<file path="src/common/tts_send_defs.vh">
`ifndef TTS_SEND_DEFS_VH
`define TTS_SEND_DEFS_VH

// kind of frame handed to the send-frame state
`define KIND_DATA 2'h0
`define KIND_XFER_RDY 2'h1
`define KIND_RESPONSE 2'h2

// port-layer transmission status codes
`define CONF_FRAME_TX 3'h0
`define CONF_ACK 3'h1
`define CONF_NAK 3'h2
`define CONF_TIMEOUT 3'h3
`define CONF_CONN_LOST 3'h4
`define CONF_CANCEL_ACK 3'h5
`define CONF_NEXUS_LOSS 3'h6

// transmission complete message codes
`define DONE_XFER_DELIVERED 4'h0
`define DONE_RESP_DELIVERED 4'h1
`define DONE_DATA_DELIVERED 4'h2
`define DONE_RESP_FAILED 4'h3
`define DONE_XFER_FAIL_NAK 4'h4
`define DONE_XFER_FAIL_CONN 4'h5
`define DONE_DATA_FAIL_NAK 4'h6
`define DONE_DATA_FAIL_CONN 4'h7
`define DONE_TERMINATED 4'h8
`define DONE_NEXUS_LOSS 4'h9

// state codes shown on the state output
`define STATE_START 3'h0
`define STATE_SEND 3'h1
`define STATE_PREPARE 3'h2
`define STATE_WRITE_RX 3'h3
`define STATE_CANCEL 3'h4

// reset values
`define OFFSET_RESET 0
`define DEFAULT_RETRY_LIMIT 3

`endif

</file>
<file path="src/hdl/event_counter.v">
`timescale 1ns/1ps
`default_nettype none

// up/down counter used for outstanding requests and for retries since the last ack;
// clear wins over inc/dec so a reset of the count is never half applied
module event_counter #(
  parameter W = 4
) (
  // clock and reset
  input wire clk,
  input wire rst_b,
  // control
  input wire clear,
  input wire inc,
  input wire dec,
  // count
  output reg [W-1:0] count
);

  always @(posedge clk or negedge rst_b) begin
    if (!rst_b) begin
      count <= {W{1'b0}};
    end else if (clear) begin
      count <= {W{1'b0}};
    end else if (inc && !dec) begin
      count <= count + {{(W-1){1'b0}}, 1'b1};
    end else if (dec && !inc && (count != {W{1'b0}})) begin
      count <= count - {{(W-1){1'b0}}, 1'b1};
    end
  end

endmodule

`default_nettype wire

</file>
<file path="src/hdl/tts_send_frame.v">
// Function
// ACK on XFER_RDY reports xfer-ready delivered with transfer tag.
// ACK on RESPONSE reports response delivered.
// data ACK reports data-in delivered only when offsets all match.
// failed RESPONSE with retry limit reached reports response failed.
// failed XFER_RDY without retries left reports NAK or connection variant.
// failed DATA frame without retries left reports NAK or connection variant.
// cancel with nothing outstanding reports data transfer terminated.
// cancel with requests outstanding issues port cancel with address and tag.
// cancel acknowledged by port reports data transfer terminated.
// every completion carries destination address and tag.
// any completion except xfer-ready delivered returns to start.
// data frame transmitted below requested count goes to data-in prepare.
// retryable data failure goes to data-in prepare with retry flag.
// after xfer-ready delivered go to write-data receive.
// each data ACK adds its frame bytes to the balance offset.
// per-frame retry counter compared with configurable limit; here it carries over frames until ack, loss or start.
`timescale 1ns/1ps
`default_nettype none
`include "tts_send_defs.vh"

module tts_send_frame #(
  parameter ADDR_W = 64,
  parameter TAG_W = 16,
  parameter OFF_W = 24,
  parameter RTY_W = 4,
  parameter OUT_W = 8
) (
  // clock and reset
  input wire clk,
  input wire rst_b,
  // frame hand-off from the prepare states
  input wire frame_start,
  input wire [1:0] frame_kind,
  input wire [OFF_W-1:0] frame_bytes,
  input wire [TAG_W-1:0] frame_ttag,
  // command arguments
  input wire [ADDR_W-1:0] dest_addr,
  input wire [TAG_W-1:0] cmd_tag,
  input wire [OFF_W-1:0] req_bytes,
  // cancel from the transfer manager
  input wire cancel,
  // retry configuration
  input wire retry_enable,
  input wire [RTY_W-1:0] retry_limit,
  // port-layer confirmations
  input wire conf_valid,
  input wire [2:0] conf_code,
  input wire [OFF_W-1:0] conf_bytes,
  // completion messages to the transfer manager
  output reg done_valid,
  output reg [3:0] done_code,
  output reg [ADDR_W-1:0] done_addr,
  output reg [TAG_W-1:0] done_tag,
  output reg [TAG_W-1:0] done_ttag,
  // requests to the port layer
  output reg cancel_req,
  output reg [ADDR_W-1:0] cancel_addr,
  output reg [TAG_W-1:0] cancel_tag,
  output reg resend_req,
  // state and offsets
  output reg [2:0] state,
  output reg retry_flag,
  output reg [OFF_W-1:0] read_offset,
  output reg [OFF_W-1:0] balance_offset
);

  localparam [2:0] S_START = `STATE_START;
  localparam [2:0] S_SEND = `STATE_SEND;
  localparam [2:0] S_PREPARE = `STATE_PREPARE;
  localparam [2:0] S_WRITE_RX = `STATE_WRITE_RX;
  localparam [2:0] S_CANCEL = `STATE_CANCEL;
  localparam [OFF_W-1:0] OFF_ZERO = `OFFSET_RESET;

  function [OFF_W-1:0] add_off;
    input [OFF_W-1:0] a;
    input [OFF_W-1:0] b;
    begin
      add_off = a + b;
    end
  endfunction

  //////////////////////////////////////////////////////////////////////////
  // latched frame and command context

  reg [1:0] kind;
  reg [OFF_W-1:0] cur_bytes;
  reg [TAG_W-1:0] ttag;
  reg [ADDR_W-1:0] addr;
  reg [TAG_W-1:0] tag;
  reg [OFF_W-1:0] req;

  wire [OUT_W-1:0] outstanding;
  wire [RTY_W-1:0] retries;

  wire take_frame = frame_start && (state != S_CANCEL);
  wire is_ack = conf_valid && (conf_code == `CONF_ACK);
  wire is_tx = conf_valid && (conf_code == `CONF_FRAME_TX);
  wire is_nak = conf_valid && (conf_code == `CONF_NAK);
  wire is_fail = conf_valid && ((conf_code == `CONF_NAK) ||
                 (conf_code == `CONF_TIMEOUT) ||
                 (conf_code == `CONF_CONN_LOST));
  wire is_cack = conf_valid && (conf_code == `CONF_CANCEL_ACK);
  wire is_loss = conf_valid && (conf_code == `CONF_NEXUS_LOSS);
  // retries disabled counts as limit reached
  wire retry_ok = retry_enable && (retries < retry_limit);
  wire [OFF_W-1:0] read_sum = add_off(read_offset, cur_bytes);
  wire [OFF_W-1:0] bal_sum = add_off(balance_offset, conf_bytes);
  wire in_flight = (state == S_SEND) || (state == S_PREPARE);
  wire do_resend = in_flight && is_fail && retry_ok &&
                   (kind != `KIND_DATA);
  wire do_retry = in_flight && is_fail && retry_ok &&
                  (kind == `KIND_DATA);
  wire to_start = (state == S_START);

  //////////////////////////////////////////////////////////////////////////
  // counters

  // a frame taken in the start state must count, or a later cancel
  // would believe nothing is outstanding
  event_counter #(.W(OUT_W)) u_outstanding (
    .clk(clk),
    .rst_b(rst_b),
    .clear(is_cack || is_loss || (to_start && !take_frame)),
    .inc(take_frame || do_resend),
    .dec(is_ack || is_fail),
    .count(outstanding)
  );

  // one count across frames: cleared only on an acknowledge, a nexus loss or in the start state, not when a new frame is taken
  event_counter #(.W(RTY_W)) u_retries (
    .clk(clk),
    .rst_b(rst_b),
    .clear(is_ack || is_loss || to_start),
    .inc(do_resend || do_retry),
    .dec(1'b0),
    .count(retries)
  );

  //////////////////////////////////////////////////////////////////////////
  // send-frame state machine

  always @(posedge clk or negedge rst_b) begin
    if (!rst_b) begin
      state <= S_START;
      kind <= `KIND_DATA;
      cur_bytes <= OFF_ZERO;
      ttag <= {TAG_W{1'b0}};
      addr <= {ADDR_W{1'b0}};
      tag <= {TAG_W{1'b0}};
      req <= OFF_ZERO;
      read_offset <= OFF_ZERO;
      balance_offset <= OFF_ZERO;
      done_valid <= 1'b0;
      done_code <= `DONE_TERMINATED;
      done_addr <= {ADDR_W{1'b0}};
      done_tag <= {TAG_W{1'b0}};
      done_ttag <= {TAG_W{1'b0}};
      cancel_req <= 1'b0;
      cancel_addr <= {ADDR_W{1'b0}};
      cancel_tag <= {TAG_W{1'b0}};
      resend_req <= 1'b0;
      retry_flag <= 1'b0;
    end else begin
      done_valid <= 1'b0;
      cancel_req <= 1'b0;
      resend_req <= 1'b0;
      done_addr <= addr;
      done_tag <= tag;
      done_ttag <= ttag;
      if (state == S_START) begin
        read_offset <= OFF_ZERO;
        balance_offset <= OFF_ZERO;
      end else if (is_ack && (kind == `KIND_DATA)) begin
        balance_offset <= bal_sum;
      end
      if (take_frame) begin
        state <= S_SEND;
        kind <= frame_kind;
        cur_bytes <= frame_bytes;
        ttag <= frame_ttag;
        addr <= dest_addr;
        tag <= cmd_tag;
        req <= req_bytes;
        retry_flag <= 1'b0;
      end else begin
        case (state)
          S_SEND, S_PREPARE: begin
            if (cancel) begin
              if (outstanding == {OUT_W{1'b0}}) begin
                done_valid <= 1'b1;
                done_code <= `DONE_TERMINATED;
                state <= S_START;
              end else begin
                cancel_req <= 1'b1;
                cancel_addr <= addr;
                cancel_tag <= tag;
                state <= S_CANCEL;
              end
            end else if (is_loss) begin
              done_valid <= 1'b1;
              done_code <= `DONE_NEXUS_LOSS;
              state <= S_START;
            end else if (is_tx && (kind == `KIND_DATA)) begin
              read_offset <= read_sum;
              if (read_sum < req) begin
                state <= S_PREPARE;
              end
            end else if (is_ack) begin
              if (kind == `KIND_XFER_RDY) begin
                done_valid <= 1'b1;
                done_code <= `DONE_XFER_DELIVERED;
                state <= S_WRITE_RX;
              end else if (kind == `KIND_RESPONSE) begin
                done_valid <= 1'b1;
                done_code <= `DONE_RESP_DELIVERED;
                state <= S_START;
              end else if ((read_offset == req) &&
                           (read_offset == bal_sum)) begin
                done_valid <= 1'b1;
                done_code <= `DONE_DATA_DELIVERED;
                state <= S_START;
              end
            end else if (do_resend) begin
              resend_req <= 1'b1;
            end else if (do_retry) begin
              state <= S_PREPARE;
              retry_flag <= 1'b1;
            end else if (is_fail) begin
              done_valid <= 1'b1;
              state <= S_START;
              if (kind == `KIND_RESPONSE) begin
                done_code <= `DONE_RESP_FAILED;
              end else if (kind == `KIND_XFER_RDY) begin
                done_code <= is_nak ? `DONE_XFER_FAIL_NAK :
                             `DONE_XFER_FAIL_CONN;
              end else begin
                done_code <= is_nak ? `DONE_DATA_FAIL_NAK :
                             `DONE_DATA_FAIL_CONN;
              end
            end
          end
          S_CANCEL: begin
            if (is_cack || is_loss) begin
              done_valid <= 1'b1;
              done_code <= is_cack ? `DONE_TERMINATED : `DONE_NEXUS_LOSS;
              state <= S_START;
            end
          end
          S_WRITE_RX: begin
            // write data is handled elsewhere; a cancel ends the command
            if (cancel) begin
              done_valid <= 1'b1;
              done_code <= `DONE_TERMINATED;
              state <= S_START;
            end
          end
          default: begin
            state <= S_START;
          end
        endcase
      end
    end
  end

endmodule

`default_nettype wire

</file>
<file path="config.mk">
export PLATFORM = sky130hd
export DESIGN_NAME = tts_send_frame
export DESIGN_NICKNAME = d
export VERILOG_FILES = /design/src/hdl/event_counter.v /design/src/hdl/tts_send_frame.v
export VERILOG_INCLUDE_DIRS = /design/src /design/src/common
export SDC_FILE = /design/constraint.sdc
export NUM_CORES = 1
export LEC_CHECK = 0
export BUFFER_PORTS_ARGS = -buffer_cell sky130_fd_sc_hd__buf_2
export CAP_MARGIN = 20
export CORE_ASPECT_RATIO = 1.5
export CORE_MARGIN = 2
export CORE_UTILIZATION = 52
export CTS_CLUSTER_SIZE = 8
export DETAILED_ROUTE_END_ITERATION = 8
export PLACE_DENSITY = 0.77
export REMOVE_ABC_BUFFERS = 1
export SYNTH_ARGS = -nofsm -noshare
export SYNTH_HDL_FRONTEND = slang
export SYNTH_SLANG_ARGS = --single-unit
</file>
<file path="constraint.sdc">
create_clock -name clk -period 4.5 [get_ports clk]
set_input_delay 1.125 -clock clk [delete_from_list [all_inputs] [get_ports clk]]
set_output_delay 1.125 -clock clk [all_outputs]
set_load 0.005 [all_outputs]
</file>
==> results.sh <==
export IMPL_first_pass_iters=5
export IMPL_grt_pass1_wl_um=90200
export IMPL_final_core_util_pct=67.8
export IMPL_switching_power_mw=3.82
export IMPL_pre_cts_slack_ns=-0.308
export IMPL_clk_pin_slew_ns=0.05
export IMPL_crit_path_frequent_cell="ha_1"
export IMPL_port_buffers=417
export IMPL_drtAntennaViolNets=0
export IMPL_drive_gt1_share_pct=27.5
export IMPL_grt_use_total_pct=31.1
export IMPL_drc=0
export IMPL_ys_ff_latch=393
export IMPL_ys_top_cells_by_area="dfrtp_1 53%, nand2_1 15%, ha_1 5.4%"
export IMPL_final_area_mm2=0.0237
export IMPL_io_pins=418
export IMPL_rsz0062_at_grt="yes"
export IMPL_path_class="flop to flop"
export IMPL_root_buffer="clkbuf_16"
export IMPL_hold_violations=0
export IMPL_yosysMostFrequentCell="nand2_1"
export IMPL_p_sw_share_pct=32.6
export IMPL_drtIter0Drc=864
export IMPL_regArea_mm2=0.00984
export IMPL_sequentialPowerShare_pct=42.1
export IMPL_report_final_slew_viol_count=0
export IMPL_synth_yosys_seq_area_share_pct=53.3
export IMPL_endpoint_kind="flop"
export IMPL_gp_congestion=0.936
export IMPL_crit_chain="ha_1 -> a21o_1 -> a21oi_2 -> o211ai_1 -> a41oi_2 -> a2111oi_4 -> buf_4 -> o41ai_4 -> o2111ai_1 -> a21oi_1 -> xor2_1 -> xnor2_1 -> ha_1 -> nand4_1 -> nor2_2 -> nand3_1 -> and3_1 -> o221a_2 -> mux2_4"
export IMPL_final_setup_tns_ns=0
export IMPL_die_w_um=158
export IMPL_relSlewSlack_pct=29.2
export IMPL_fin_skew_ns=0.0227
export IMPL_wirelength_um=57900
export IMPL_comb_power_share_pct=26.1
export IMPL_dieArea_mm2=0.0370
export IMPL_internal_power_mw=7.89
export IMPL_cts_sinks=393
export IMPL_crit_required_ns=4.96
export IMPL_yosys_warnings=0
export IMPL_synth_edff_count=0
export IMPL_globalRouteOverflowTotal=0
export IMPL_rows=84
export IMPL_hpwl_um=41700
export IMPL_synth_flop_cell="dfrtp_1"
export IMPL_outcome="finished clean"
export IMPL_nets=2786
export IMPL_yosys_area_top_type="dfrtp_1"
export IMPL_cts_tree="yes"
export IMPL_yosysUniqueCellTypes=92
export IMPL_ir_drop_uv=404
export IMPL_start_kind="flop"
export IMPL_multiInputGateArea_mm2=0.00824
export IMPL_clock_power_share_pct=31.7
export IMPL_via_per_inst=5.43
export IMPL_grt_pass1_vias=17274
export IMPL_synth_avg_cell_area_um2=9.32
export IMPL_powerDensity_mw_per_mm2=494
export IMPL_synthTopCellsByCount="713 x nand2_1, 392 x dfrtp_1, 100 x nor2_1, 79 x ha_1"
export IMPL_synth_top_area_share_pct=53.2
export IMPL_hp_class="flop to flop"
export IMPL_netlist_instances=1979
export IMPL_crit_path_max_fanout=3
export IMPL_critPathSlowestCell="dfrtp_1"
export IMPL_finalSetupViolations=0
export IMPL_crit_arrival_ns=4.87
export IMPL_async_reset_ff_share_pct=100
export IMPL_clockBufferDepth=3
export IMPL_initial_utilization_pct=52.7
export IMPL_synthesis_area_mm2=0.0184
export IMPL_nFillCells=2708
export IMPL_final_period_utilization_pct=98.1
export IMPL_total_leakage_power_nw=12.9
export IMPL_tightestPinTransition_ns=1.06
export IMPL_grt_max_degree=92
export IMPL_placed_cell_area_mm2=0.0219
export IMPL_min_period_ns=4.41
export IMPL_htree_levels=2
export IMPL_numCtsBuffers=55
export IMPL_p_total_mw=11.7
export IMPL_area_delta_synth_final_pct=28.6
export IMPL_via_count=16369
export IMPL_fp_coreArea_mm2=0.0350
export IMPL_clock_latency_ns=0.58
export IMPL_setup_slack_ns=0.0863
export IMPL_clock_fmax_mhz=227
export IMPL_hold_buffers=0
export IMPL_avgRoutedWirePerCell_um=19.2
export IMPL_slowest_delay_ns=0.41
export IMPL_grt_antenna_before_repair=12
export IMPL_drv_cap=0
export IMPL_die_h_um=235
==> stage by stage <==
stage | hold slack, ns | instances
after floorplan | 0.354 | 1896
after global placement | 0.359 | 2920
after detailed placement | 0.362 | 2920
after CTS | 0.374 | 2995
after global routing | 0.387 | 3010
final | 0.374 | 3013
==> layout by cell type (no fill, tap or decap), drive strengths merged, types with 7 or more instances in the layout <==
cell type / instances
nand2: 713
buf: 568
dfrtp: 392
nor2: 101
ha: 79
a21oi: 72
clkbuf: 66
o21ai: 56
inv: 55
nand3: 51
xor2: 43
xnor2: 38
a21o: 25
nand2b: 22
nand4: 15
mux2i: 15
nor3: 15
a211oi: 14
nor4: 14
o21a: 13
nor2b: 13
or3: 12
and3: 11
and2: 10
o211ai: 9
a31o: 8
o31ai: 8
diode: 7
a2111oi: 7
==> flip-flops by register name, summed over array words and instances (netlist names), 24 cells and up <==
signal          count
req                24
addr               64
balance_offset     24
read_offset        24
done_addr          64
cancel_addr        64
cur_bytes          24
==> cell type report <==
class                           count  area share [%]
Antenna cell                        7          0.0739
Clock buffer                       66            6.07
Clock inverter                      3           0.290
Inverter                           55           0.871
Multi-Input combinational cell   1448            34.7
Sequential cell                   393            41.5
Tap cell                          473            2.50
Timing Repair Buffer              568            14.0
==> layer usage <==
metal / part of all wire [%] / wire length (µm) / track usage [%] / vias to the layer above
met2: 51 / 29400 / 53.9 / 669
li1: - / - / - / 7609
met3: 7.8 / 4530 / 8.43 / 195
met4: 5.6 / 3230 / 16.7 / 10
met1: 36 / 20600 / 34.2 / 7886
met5: 0.11 / 62 / 0 / -
==> worst paths after layout <==
kind                       slack, ns  cells past startpoint            from            endpoint
max                             0.09                     19  read_offset[1]            state[1]
min                             0.37                      0         ttag[8]        done_ttag[8]
max reg2reg                     0.09                     19  read_offset[1]            state[1]
min reg2reg                     0.37                      0         ttag[8]        done_ttag[8]
max in group asynchronous       2.98                      2           rst_b  balance_offset[15]
min in group asynchronous       0.54                      1           rst_b      cancel_addr[2]
==> worst max-delay path, delay by kind of cell (launching register included) <==
kind | cells | cell delay (ns)
AND/OR/NAND/NOR | 4 | 0.62
AO/OA/AOI/OAI | 9 | 1.88
flip-flops | 1 | 0.41
buffers and inverters | 1 | 0.17
XOR/XNOR | 2 | 0.32
multiplexers | 1 | 0.30
adder cells (fa/ha/maj) | 2 | 0.61
==> cell families (layout without fill, tap and decap cells) <==
kind of cell / count (synthesis) / in the layout / share of synthesized area, %
AND/OR/NAND/NOR: 997 / 997 / 22.7
multiplexers: 18 / 18 / 1.02
buffers and inverters: 138 / 692 / 2.98
flip-flops: 393 / 393 / 53.3
adder cells (fa/ha/maj): 82 / 82 / 5.69
XOR/XNOR: 85 / 85 / 4.34
other: 0 / 7 / 0
AO/OA/AOI/OAI: 266 / 266 / 9.91
==> power by group through the flow <==
stage	Combinational, mW	Clock [mW]	Sequential, mW
floorplan	1.52	0	4.89
global placement	2.89	0	4.92
detailed placement	2.99	0	4.95
CTS	3.03	3.76	4.93
global route	3.41	3.91	5.02
finish	3.06	3.72	4.93
==> timing repair <==
item,in CTS,in global routing
endpoints found under the hold margin,0,0
setup buffers,6,11
endpoints found under the setup margin,2,2
pin swaps,7,30
resized for setup,14,22
(Power assumes the default switching activity.)
